[config.mk]
export PLATFORM = sky130hd
export DESIGN_NAME = ucs_regs
export DESIGN_NICKNAME = d
export VERILOG_FILES = /design/src/include/ucs_pkg.sv /design/src/hdl/ucs_rate_div.sv /design/src/hdl/ucs_regs.sv
export SDC_FILE = /design/constraint.sdc
export NUM_CORES = 1
export LEC_CHECK = 0
export BUFFER_PORTS_ARGS = -buffer_cell sky130_fd_sc_hd__buf_2
export CAP_MARGIN = 30
export CORE_MARGIN = 3
export CORE_UTILIZATION = 25
export CTS_CLUSTER_DIAMETER = 60
export DETAILED_ROUTE_END_ITERATION = 8
export PLACE_DENSITY_LB_ADDON = 0.25
export SLEW_MARGIN = 40
export SYNTH_ARGS = -nofsm -noshare
export SYNTH_HDL_FRONTEND = slang
export SYNTH_SLANG_ARGS = --single-unit
[constraint.sdc]
create_clock -name sys_clk -period 1.7 [get_ports sys_clk]
set_input_delay 0.17 -clock sys_clk [delete_from_list [all_inputs] [get_ports sys_clk]]
set_output_delay 0.17 -clock sys_clk [all_outputs]
set_load 0.1 [all_outputs]
[src/include/ucs_pkg.sv]
// constants and types shared by the line format and status register block
// Overview of operation
// - top two bits pick 8/7/6/5-bit characters
// - bit five set means synchronous mode
// - bit four set selects odd parity
// - clock code picks 1X, rates, divided rate4
// - async rx uses rate1 unless bit three
// - sync stripping drops characters, no receive event
// - tx empty set on move, cleared on load
// - received flag set on transfer, cleared on read
// - overrun when unread character gets overwritten
// - escape strip: flag previous escape, no parity
// - otherwise bit three reports parity error
// - async bit four flags missing stop bit
// - sync bit four flags sync match
// - bits five, six show inverted modem inputs
// - modem change flag, cleared by status read
// - rate4 divider gives 32X from faster clocks
// - terminal ready pin is inverted control bit
package ucs_pkg;
   localparam logic       ADDR_CTRL2    = 1'b0;
   localparam logic       ADDR_STATUS   = 1'b1;
   localparam int         CL_HI         = 7;
   localparam int         CL_LO         = 6;
   localparam int         MODE_BIT      = 5;
   localparam int         ODD_BIT       = 4;
   localparam int         RXCLK_BIT     = 3;
   localparam int         CSEL_HI       = 2;
   localparam int         CSEL_LO       = 0;
   localparam int         ST_TX_EMPTY   = 0;
   localparam int         ST_RX_FULL    = 1;
   localparam int         ST_OVR        = 2;
   localparam int         ST_B3         = 3;
   localparam int         ST_B4         = 4;
   localparam int         ST_CD         = 5;
   localparam int         ST_DSR        = 6;
   localparam int         ST_DSC        = 7;
   localparam logic [7:0] CTRL2_RST     = 8'h00;
   localparam logic [7:0] RDATA_RST     = 8'h00;
   localparam logic [7:0] FULL_MASK     = 8'hFF;
   localparam logic [3:0] CHAR_MIN_BITS = 4'h5;
   localparam logic [2:0] DIV_RST       = 3'h0;
   localparam int         PIN_CD        = 0;
   localparam int         PIN_DSR       = 1;
   localparam int         PIN_RI        = 2;
   localparam int         PIN_TX1X      = 3;
   localparam int         PIN_RX1X      = 4;
   localparam int         PIN_RATE1     = 5;
   localparam int         PIN_RATE2     = 6;
   localparam int         PIN_RATE3     = 7;
   localparam int         PIN_RATE4     = 8;
   localparam int         PIN_W         = 9;
   localparam logic [PIN_W-1:0] PIN_RST = 9'h1_FF;

   typedef enum logic [2:0] {
      CS_1X       = 3'h0,
      CS_RATE1    = 3'h1,
      CS_RATE2    = 3'h2,
      CS_RATE3    = 3'h3,
      CS_RATE4    = 3'h4,
      CS_RATE4_D2 = 3'h5,
      CS_RATE4_D4 = 3'h6,
      CS_RATE4_D8 = 3'h7
   } ucs_csel_t;
endpackage

[src/hdl/ucs_rate_div.sv]
// divider for the fourth rate input, counts rising edges of its synchronised level
module ucs_rate_div
   import ucs_pkg::*;
(
   input  wire logic sys_clk,
   input  wire logic rst_n,
   input  wire logic rate_lvl,
   output logic      div2,
   output logic      div4,
   output logic      div8
);
   import ucs_pkg::*;

   typedef struct packed {
      logic       prev;
      logic [2:0] cnt;
   } ucs_div_state_t;

   ucs_div_state_t st;
   ucs_div_state_t next_st;

   always_comb begin
      next_st      = st;
      next_st.prev = rate_lvl;
      if (rate_lvl && !st.prev) begin
         next_st.cnt = st.cnt + 3'h1;
      end
   end

   always_ff @(posedge sys_clk) begin
      if (!rst_n) begin
         // synchroniser resets high, so prev starts high: no false edge after reset
         st <= '{prev: 1'b1, cnt: DIV_RST};
      end else begin
         st <= next_st;
      end
   end

   // bit k of an edge counter toggles every 2^k input periods
   assign div2 = st.cnt[0];
   assign div4 = st.cnt[1];
   assign div8 = st.cnt[2];
endmodule

[src/hdl/ucs_regs.sv]
// line format / clock control register and line and modem status register
module ucs_regs
   import ucs_pkg::*;
(
   input  wire logic       sys_clk,
   input  wire logic       rst_n,
   input  wire logic       bus_sel,
   input  wire logic       bus_rd,
   input  wire logic       bus_wr,
   input  wire logic       bus_addr,
   input  wire logic [7:0] bus_wdata,
   output logic      [7:0] bus_rdata,
   input  wire logic       terminal_ready_ctrl_bit,
   input  wire logic       rx_enable,
   input  wire logic       tx_enable,
   input  wire logic       rx_parity_check_bit,
   input  wire logic       escape_strip_bit,
   input  wire logic       tx_parity_gen_bit,
   input  wire logic       transparent_mode_bit,
   input  wire logic [7:0] escape_char,
   input  wire logic [7:0] sync_char,
   input  wire logic       tx_buf_load,
   input  wire logic       tx_buf_to_shift,
   input  wire logic       rx_char_done,
   input  wire logic [7:0] rx_char,
   input  wire logic       rx_stop_ok,
   input  wire logic       rx_buf_read,
   input  wire logic       cd_n,
   input  wire logic       dsr_n,
   input  wire logic       ri_n,
   input  wire logic       tx_1x_clk,
   input  wire logic       rx_1x_clk,
   input  wire logic       rate1_clk,
   input  wire logic       rate2_clk,
   input  wire logic       rate3_clk,
   input  wire logic       rate4_clk,
   output logic            terminal_ready_n,
   output logic      [3:0] char_bits,
   output logic            sync_mode,
   output logic            odd_parity,
   output logic            tx_parity_on,
   output logic            tx_clk_src,
   output logic            rx_clk_src,
   output logic            rx_buf_load,
   output logic            rx_char_drop,
   output logic            tx_buffer_empty_flag,
   output logic            rx_char_received_flag
);
   import ucs_pkg::*;

   typedef struct packed {
      logic [PIN_W-1:0] s1;
      logic [PIN_W-1:0] s2;
      logic [7:0]       ctrl2;
      logic [7:0]       rdata;
      logic             tx_empty;
      logic             rx_full;
      logic             ovr;
      logic             b3;
      logic             b4;
      logic             dsc;
      logic             prev_esc;
      logic             sync_pend;
      logic             cd_q;
      logic             dsr_q;
      logic             ri_q;
      logic             dtr_n;
      logic             tx_clk;
      logic             rx_clk;
      logic             rx_load;
      logic             rx_drop;
   } ucs_state_t;

   ucs_state_t st;
   ucs_state_t next_st;

   logic       div2;
   logic       div4;
   logic       div8;
   logic [7:0] len_mask;
   logic [7:0] char_m;
   logic       esc_hit;
   logic       syn_hit;
   logic       strip_hit;
   logic       wr_ctrl;
   logic       rd_ctrl;
   logic       rd_stat;
   logic       modem_set;
   logic       parity_bad;
   logic [7:0] status_vec;
   ucs_csel_t  csel;

   ucs_rate_div u_div (
      .sys_clk  (sys_clk),
      .rst_n    (rst_n),
      .rate_lvl (st.s2[PIN_RATE4]),
      .div2     (div2),
      .div4     (div4),
      .div8     (div8)
   );

   assign wr_ctrl = bus_sel && bus_wr && (bus_addr == ADDR_CTRL2);
   assign rd_ctrl = bus_sel && bus_rd && (bus_addr == ADDR_CTRL2);
   assign rd_stat = bus_sel && bus_rd && (bus_addr == ADDR_STATUS);
   assign csel    = ucs_csel_t'(st.ctrl2[CSEL_HI:CSEL_LO]);

   // characters shorter than 8 bits are right justified
   assign len_mask   = FULL_MASK >> st.ctrl2[CL_HI:CL_LO];
   assign char_m     = rx_char & len_mask;
   assign esc_hit    = sync_mode && escape_strip_bit && (char_m == (escape_char & len_mask));
   assign syn_hit    = char_m == (sync_char & len_mask);
   // with bit three set, non-transparent drops every sync; transparent drops sync only after escape
   assign strip_hit  = sync_mode && st.ctrl2[RXCLK_BIT] && syn_hit
                       && (!transparent_mode_bit || (escape_strip_bit && st.prev_esc));
   // even parity: xor of all bits is zero; odd: one
   assign parity_bad = (^char_m) ^ st.ctrl2[ODD_BIT];

   // modem pins are active low; CD/DSR changes count while terminal ready is on, only ring turn-on while it is off
   assign modem_set = terminal_ready_ctrl_bit
                      ? ((st.s2[PIN_CD] != st.cd_q) || (st.s2[PIN_DSR] != st.dsr_q))
                      : (st.ri_q && !st.s2[PIN_RI]);

   assign status_vec = {st.dsc, !st.s2[PIN_DSR], !st.s2[PIN_CD], st.b4, st.b3,
                        st.ovr, st.rx_full, st.tx_empty};

   always_comb begin
      next_st    = st;
      next_st.s1 = {rate4_clk, rate3_clk, rate2_clk, rate1_clk, rx_1x_clk, tx_1x_clk,
                    ri_n, dsr_n, cd_n};
      next_st.s2 = st.s1;
      next_st.cd_q  = st.s2[PIN_CD];
      next_st.dsr_q = st.s2[PIN_DSR];
      next_st.ri_q  = st.s2[PIN_RI];
      next_st.dtr_n = !terminal_ready_ctrl_bit;

      // software is expected to write this only while both sections are idle
      if (wr_ctrl) begin
         next_st.ctrl2 = bus_wdata;
      end
      if (rd_ctrl) begin
         next_st.rdata = st.ctrl2;
      end else if (rd_stat) begin
         next_st.rdata = status_vec;
      end

      // clock routing
      case (csel)
         CS_1X:       next_st.tx_clk = st.s2[PIN_TX1X];
         CS_RATE1:    next_st.tx_clk = st.s2[PIN_RATE1];
         CS_RATE2:    next_st.tx_clk = st.s2[PIN_RATE2];
         CS_RATE3:    next_st.tx_clk = st.s2[PIN_RATE3];
         CS_RATE4:    next_st.tx_clk = st.s2[PIN_RATE4];
         CS_RATE4_D2: next_st.tx_clk = div2;
         CS_RATE4_D4: next_st.tx_clk = div4;
         CS_RATE4_D8: next_st.tx_clk = div8;
         default:     next_st.tx_clk = st.s2[PIN_RATE1];
      endcase
      if (!sync_mode && !st.ctrl2[RXCLK_BIT]) begin
         // async 1X with bit three clear is a misprogramming; rate 1 wins
         next_st.rx_clk = st.s2[PIN_RATE1];
      end else if (csel == CS_1X) begin
         next_st.rx_clk = st.s2[PIN_RX1X];
      end else begin
         next_st.rx_clk = next_st.tx_clk;
      end

      // transmit buffer empty; hardware set beats a same-cycle load
      if (tx_buf_load) begin
         next_st.tx_empty = 1'b0;
      end
      if (tx_buf_to_shift) begin
         next_st.tx_empty = 1'b1;
      end
      if (!tx_enable) begin
         next_st.tx_empty = 1'b0;
      end

      // modem change flag; a new change in the read cycle survives the read
      if (rd_stat) begin
         next_st.dsc = 1'b0;
      end
      if (modem_set) begin
         next_st.dsc = 1'b1;
      end

      // receive side
      if (rx_buf_read) begin
         next_st.rx_full = 1'b0;
      end
      if (rd_stat && escape_strip_bit) begin
         next_st.b3 = 1'b0;
      end
      next_st.rx_load = 1'b0;
      next_st.rx_drop = 1'b0;
      if (rx_char_done && rx_enable) begin
         next_st.prev_esc = esc_hit;
         if (esc_hit || strip_hit) begin
            next_st.rx_drop = 1'b1;
            if (strip_hit && sync_strip_active()) begin
               next_st.sync_pend = 1'b1;
            end
         end else begin
            next_st.rx_load = 1'b1;
            next_st.rx_full = 1'b1;
            next_st.ovr     = st.rx_full && !rx_buf_read;
            if (escape_strip_bit) begin
               next_st.b3 = st.prev_esc;
            end else begin
               next_st.b3 = rx_parity_check_bit && parity_bad;
            end
            if (sync_mode) begin
               next_st.b4        = syn_hit || st.sync_pend;
               next_st.sync_pend = 1'b0;
            end else begin
               next_st.b4 = !rx_stop_ok;
            end
         end
      end
      if (!rx_enable) begin
         next_st.rx_full   = 1'b0;
         next_st.ovr       = 1'b0;
         next_st.b3        = 1'b0;
         next_st.b4        = 1'b0;
         next_st.prev_esc  = 1'b0;
         next_st.sync_pend = 1'b0;
      end
   end

   function automatic logic sync_strip_active();
      sync_strip_active = sync_mode && st.ctrl2[RXCLK_BIT];
   endfunction

   always_ff @(posedge sys_clk) begin
      if (!rst_n) begin
         st       <= '0;
         st.s1    <= PIN_RST;
         st.s2    <= PIN_RST;
         st.cd_q  <= 1'b1;
         st.dsr_q <= 1'b1;
         st.ri_q  <= 1'b1;
         st.dtr_n <= 1'b1;
         st.ctrl2 <= CTRL2_RST;
         st.rdata <= RDATA_RST;
      end else begin
         st <= next_st;
      end
   end

   assign bus_rdata             = st.rdata;
   assign terminal_ready_n      = st.dtr_n;
   assign char_bits             = CHAR_MIN_BITS + {2'b00, ~st.ctrl2[CL_HI:CL_LO]};
   assign sync_mode             = st.ctrl2[MODE_BIT];
   assign odd_parity            = st.ctrl2[ODD_BIT];
   assign tx_parity_on          = sync_mode ? tx_parity_gen_bit : rx_parity_check_bit;
   assign tx_clk_src            = st.tx_clk;
   assign rx_clk_src            = st.rx_clk;
   assign rx_buf_load           = st.rx_load;
   assign rx_char_drop          = st.rx_drop;
   assign tx_buffer_empty_flag  = st.tx_empty;
   assign rx_char_received_flag = st.rx_full;
endmodule

==> run metrics, run 1 <==
Detailed Routing Iterations Pass 1=4; core box area=roughly 9400 sq um; most frequent cells in the layout=buf_2, dfxtp_1, nand2_1; Die X=105 microns; final hold vios=0; WL met1=~2700 microns; FF-to-FF Start=st[31]$_SDFFE_PN0P_; Final Total Pwr=between 2 and 3 mW; #FFs+latches synth=54; R2R Path End=st[12]$_SDFF_PN0_; uppermost routed layer=met4; H-tree depth=2; final setup vio count=0; fin cells=around 470; CP required=about 1.9 ns; DRT Wirelength=between 5000 and 6000 microns; fmax=about 600 MHz; FP Rows=35; status=completed; ant diodes=0; number of flops mapped to enable cells by yosys=0; met3 wire length=about 380 microns; Avg WL per Cell=about 12 microns; global-route wire length before repair=between 9000 and 10000 microns; Worst-path clk slew=0.10 ns; worst slew pin tran=between 0.5 and 0.6 ns; ys async rst share=0%; cell count after synthesis=between 200 and 300; Pleak=about 1.5 nW; post-synthesis mux area share=slightly above 7%; DP Area=around 3000 sq um; initial antenna violation count=0; post-synthesis sequential area ratio=~44%; crit path DAT=approximately 1.9 ns; CP endpoint=st[12]$_SDFF_PN0_; simple logic cell fraction of the synthesized area=between 10% and 20%; clk root buf=clkbuf_8; port bufs=80; grt total ovfl=0; Period Utilization, post-route=about 100%; I/O Pins=81; TritonCTS buffer count=5; via count=just under 2000; Synth Net Count=around 310; worst setup path startpoint=st[31]$_SDFFE_PN0P_; share of post-route cells with drive strength above 1=39.3%; Critical path buffers and inverters=1; CP top delay family=XOR/XNOR gates; main combinational cell family by area after synthesis=simple AND/OR/NAND/NOR gates; nets@finish=about 400; cell count after placement=about 460; Synth Area in Adders=between 1.5 and 2%; routed wire length on met2=between 2000 and 3000 microns; CP startpoint kind=flip-flop; WP depth=6; RSZ-0062 raised after global routing=yes; max-slew violation count=0; Worst Path Max Fanout=4; min Tclk post-route=~1.7 ns; Clock Latency Late Sink=roughly 0.30 ns; Hold-fix buffers, CTS=0; post-route ant nets=0; all-layer global routing usage=a little over a tenth; pin count of the biggest net entering global routing=20; Post-synth top flop=dfxtp_1; clock tree buffer depth=2; CP max stage cell=dfxtp_2; CTS tree=built; initial core utilization=roughly a quarter; post-synthesis cell type count=between 40 and 50; compound-cell area share of the yosys netlist=a little over an eighth; setup slack at placement=-0.100 ns; die height=approximately 100 microns; vias in the first global route=1986; Post-Syn Area per Cell=between 9 and 10 sq um; yosys warns=0; Vias/cell=~4.2; Crit path largest cell delay=approximately 0.37 ns; max_cap viols=0; HPWL after detailed placement=roughly 4500 microns; Area growth syn-to-layout=32.5%; maximum vdd ir drop=0.000350 V; commonest non-fill, non-tap cell in the layout=buf_2; Final Hold Slack=0.0386 ns; DRC=0; Slew HR=60.9%; worst reg-to-reg path cell count=6; hold crit path type=input pin to flip-flop; Pwr per Cell Area=roughly 870 nW/um^2; WHS Path Cells=2; DR iter-0 viols=between 80 and 90; DIE AREA=around 11000 sq um; Final GP Congestion=between 0.7 and 0.8; CP Capture Type=flip-flop; Setup CP Type=flip-flop to flip-flop; Post-Syn Area=roughly 2400 sq um; r2r setup slk=~0.04 ns; final worst slack=about 0.041 ns; post-route cell area=3240 sq um; Cell Chain, Critical Path=buf_4 -> and2b_2 -> xnor2_2 -> xnor3_1 -> o31a_1 -> a211oi_2; xor/xnor share of the synthesized area=between 10% and 20%; clock skew=approximately 0.0057 ns; clk sink count=54
per-layer routing:
| metal | vias to the layer above | GRT usage (%) |
|---|---|---|
| met5 | - | 0 |
| met4 | 0 | 2.81 |
| met3 | 5 | 3.40 |
| met2 | 62 | 18.0 |
| met1 | 891 | 13.0 |
| li1 | 1006 | - |
layout make-up:
cell class                 count  area, sq um
multi-input combinational    168         1300
clock inverter                 3         43.8
sequential                    54         1090
fill                        1018         6140
clock buffer                   5         68.8
tap                          129          161
inverter                       7         30.0
timing repair buffer          99          549
through the flow:
stage                     TNS, ns  util (%)
final                           0      34.5
after global placement     -0.191      32.6
after global routing      -0.0736      34.5
after floorplan             -3.37         -
after CTS                       0      34.1
after detailed placement   -0.332      32.6
cells by family (layout without fill, tap and decap cells):
family                     Yosys count  count (layout)
buffers and inverters               28             114
AOI/OAI and AO/OA                   42              42
muxes                               16              16
and+or+nand+nor                     80              80
xor gates and xnor gates            27              27
DFF                                 54              54
adders and majority gates            3               3
power breakdown:
group	internal [mW]	total, mW	switching (mW)
clock network	0.442	0.870	0.428
logic	0.230	0.613	0.383
registers	1.32	1.34	0.0264
total	1.99	2.83	0.837
synth_stat cells (3+ instances only):
cell,count,share of area [%]
xor2_1,11,3.9
buf_4,9,2.8
xnor2_1,15,5.4
o211ai_1,4,1.2
o211a_1,6,2.5
nand2_1,23,3.5
nor2b_1,11,2.8
ha_1,3,1.5
nand2b_1,23,5.9
o21ai_0,4,0.82
and2_1,3,0.77
nor2_1,5,0.77
clkbuf_1,11,1.7
mux2i_1,14,5.7
nand3_1,4,0.82
a21boi_0,4,1.2
dfxtp_1,54,44
inv_1,7,1.1
a21oi_1,9,1.8
flip-flops by register name, indices dropped and copies added (netlist names):
| name | flops |
|---|---|
| next_st | 12 |
| csel | 3 |
| st | 18 |
| rx_char_drop | 1 |
| rx_char_received_flag | 1 |
| u_div.div4 | 1 |
| tx_buffer_empty_flag | 1 |
| odd_parity | 1 |
| u_div.div8 | 1 |
| u_div.div2 | 1 |
| rx_clk_src | 1 |
| u_div.st | 1 |
| tx_clk_src | 1 |
| bus_rdata | 8 |
| rx_buf_load | 1 |
| terminal_ready_n | 1 |
| sync_mode | 1 |
repair_timing:
action / CTS / global route
pin swaps: 1 / 9
gates resized for setup: 6 / 7
setup endpoints to repair: 6 / 6
gates cloned: 0 / 0
setup buffers: 0 / 1
worst min-delay path by stage:
stage / start / to / slack (ns)
global route: tx_1x_clk / next_st[35]$_SDFF_PN1_ / 0.02
detailed placement: dsr_n / next_st[33]$_SDFF_PN1_ / 0.35
finish: tx_1x_clk / next_st[35]$_SDFF_PN1_ / 0.04
floorplan: terminal_ready_ctrl_bit / terminal_ready_n$_SDFF_PN1_ / 0.23
CTS: rx_1x_clk / next_st[36]$_SDFF_PN1_ / 0.03
global placement: rate2_clk / next_st[38]$_SDFF_PN1_ / 0.35
Power figures use the tool's default switching activity.
==> inputs of run 2 (changes only) <==
--- a/config.mk
+++ b/config.mk
@@ -11,6 +11,7 @@
 export CORE_UTILIZATION = 25
 export CTS_CLUSTER_DIAMETER = 60
 export DETAILED_ROUTE_END_ITERATION = 8
+export MAX_ROUTING_LAYER = met4
 export PLACE_DENSITY_LB_ADDON = 0.25
 export SLEW_MARGIN = 40
 export SYNTH_ARGS = -nofsm -noshare
==> run 2 against run 1 <==
  * Register-to-register slack about the same
  * Fmax about the same
  * Worst hold slack is essentially flat
  * Final area stayed put
  * Core utilization did not move
  * Via count did not move
  * Clock power hardly changed
  * Combinational power is essentially flat
  * Count of clock-buffer cells in the layout did not move
  * Total power is essentially flat
  * Sequential cell count unchanged
  * Largest cell class unchanged
==> run metrics, run 2 (same netlist as run 1, synthesis figures left out) <==
CP required=1.94 ns; CP max stage cell=dfxtp_2; DR iter-0 viols=91; met3 usage=under 10%; hold crit path type=input pin to flip-flop; Avg WL per Cell=between 10 and 15 microns; Pleak=between 1 and 1.5 nW; Worst Path Max Fanout=4; Die X=roughly 100 microns; final hold vios=0; Cell Chain, Critical Path=buf_4 -> and2b_2 -> xnor2_2 -> xnor3_1 -> o31a_1 -> a211oi_2; max_cap viols=0; most frequent cells in the layout=buf_2, dfxtp_1, nand2_1; clk root buf=clkbuf_8; worst reg-to-reg path cell count=6; grt total ovfl=0; ant diodes=0; CP top delay family=XOR/XNOR gates; Final Hold Slack=~0.038 ns; I/O Pins=81; Int Pwr=between 1.5 and 2 mW; maximum vdd ir drop=0.000350 V; final worst slack=0.0400 ns; Clk pwr share=30.8%; RSZ-0062 raised after global routing=yes; GR peak layer=met2; clk sink count=54; WHS Path Cells=2; max-slew violation count=0; final setup vio count=0; via count=around 2000; TritonCTS buffer count=5; # fillers=roughly 1000; min Tclk post-route=between 1.5 and 2 ns; Crit path largest cell delay=~0.37 ns; Period Utilization, post-route=between 90% and 100%; Critical path buffers and inverters=1; Hold EP=next_st[35]$_SDFF_PN1_; FF-to-FF Start=st[31]$_SDFFE_PN0P_; sequential fraction of design power=between 40% and 50%; DRT Wirelength=5790 microns; port bufs=80; status=completed; hold path start=tx_1x_clk; Slew HR=about three fifths; HPWL after detailed placement=between 4000 and 5000 microns; H-tree depth=2; fmax=about 600 MHz; clock skew=between 0.005 and 0.006 ns; Setup CP Type=flip-flop to flip-flop; GR Util met1=13.1%; M2 GR Usage=between 10% and 20%; nets@finish=~400; core box area=9370 sq um; pin count of the biggest net entering global routing=20; Net Switching=838 uW; all-layer global routing usage=a little over a tenth; Area growth syn-to-layout=32.5%; share of post-route cells with drive strength above 1=between 30% and 40%; Worst-path clk slew=around 0.10 ns; die height=105 microns; Reg with most FFs=st; setup_tns=0 ns; crit path DAT=1.90 ns; Vias/cell=~4.2; CP startpoint kind=flip-flop; Detailed Routing Iterations Pass 1=4; FP Rows=35; max reg flops=18; Clock Latency Late Sink=0.30 ns; Pwr per Cell Area=874 nW/um^2; setup slack at placement=-0.100 ns; vias in the first global route=1985; CTS tree=built; Final GP Congestion=about 0.79; worst slew pin tran=between 0.5 and 0.6 ns; global-route wire length before repair=~9400 microns; r2r setup slk=~0.04 ns; post-route ant nets=0; initial antenna violation count=0; DRC=0; R2R Path End=st[12]$_SDFF_PN0_; Logic pwr share=between 20% and 30%; DIE AREA=around 11000 sq um; clock tree buffer depth=2; initial core utilization=between 20% and 30%; Hold-fix buffers, CTS=0; Sw Share=29.6%; commonest non-fill, non-tap cell in the layout=buf_2; CP Capture Type=flip-flop
run 2: cell counts in the layout (fill, tap and decap cells not counted):
No cell type changed its count.
run 2: layer usage:
layer,wire length (microns),share of wire [%],vias to the layer above
li1,-,-,1006
met1,2660,46,886
met2,2700,47,67
met3,384,6.6,5
met4,39,0.67,0
met5,0,0,-
run 2: worst max-delay path by stage:
stage | startpoint | endpoint | slack [ns] | depth (start not counted)
floorplan | st[31]$_SDFFE_PN0P_ | st[11]$_SDFFE_PN0P_ | -0.54 | 8
global placement | st[31]$_SDFFE_PN0P_ | st[12]$_SDFF_PN0_ | -0.07 | 7
detailed placement | st[31]$_SDFFE_PN0P_ | st[12]$_SDFF_PN0_ | -0.10 | 7
CTS | st[31]$_SDFFE_PN0P_ | st[12]$_SDFF_PN0_ | 0.006 | 7
global route | st[31]$_SDFFE_PN0P_ | st[12]$_SDFF_PN0_ | -0.06 | 6
finish | st[31]$_SDFFE_PN0P_ | st[12]$_SDFF_PN0_ | 0.04 | 6
run 2: timing repair:
action / in CTS / in global routing
endpoints found under the setup margin: 6 / 6
hold endpoints to repair: 0 / 0
buffers inserted: 0 / 1
gates resized for setup: 6 / 7
pin swaps: 1 / 9
run 2: cell type report:
cell class / instances / area [sq um] / area share (%)
Multi-Input combinational cell: 168 / 1300 / 40.1
Clock inverter: 3 / 43.8 / 1.35
Timing Repair Buffer: 99 / 549 / 17.0
Tap cell: 129 / 161 / 4.99
Clock buffer: 5 / 68.8 / 2.13
Sequential cell: 54 / 1090 / 33.6
Inverter: 7 / 30.0 / 0.928
run 2: per-stage QoR:
stage | total power, mW | cell area [sq um] | utilization, % | instances
global placement | 1.96 | 3050 | 32.6 | 456
global route | 2.96 | 3240 | 34.5 | 465
CTS | 2.86 | 3200 | 34.1 | 464
finish | 2.83 | 3240 | 34.5 | 465
floorplan | 1.80 | 2470 | - | 250
detailed placement | 1.97 | 3050 | 32.6 | 456
run 2: power groups by stage:
stage	clock network, mW	logic [mW]	registers, mW
floorplan	0	0.364	1.44
global placement	0	0.591	1.37
detailed placement	0	0.594	1.37
CTS	0.913	0.606	1.35
global route	0.951	0.660	1.35
finish	0.871	0.613	1.34
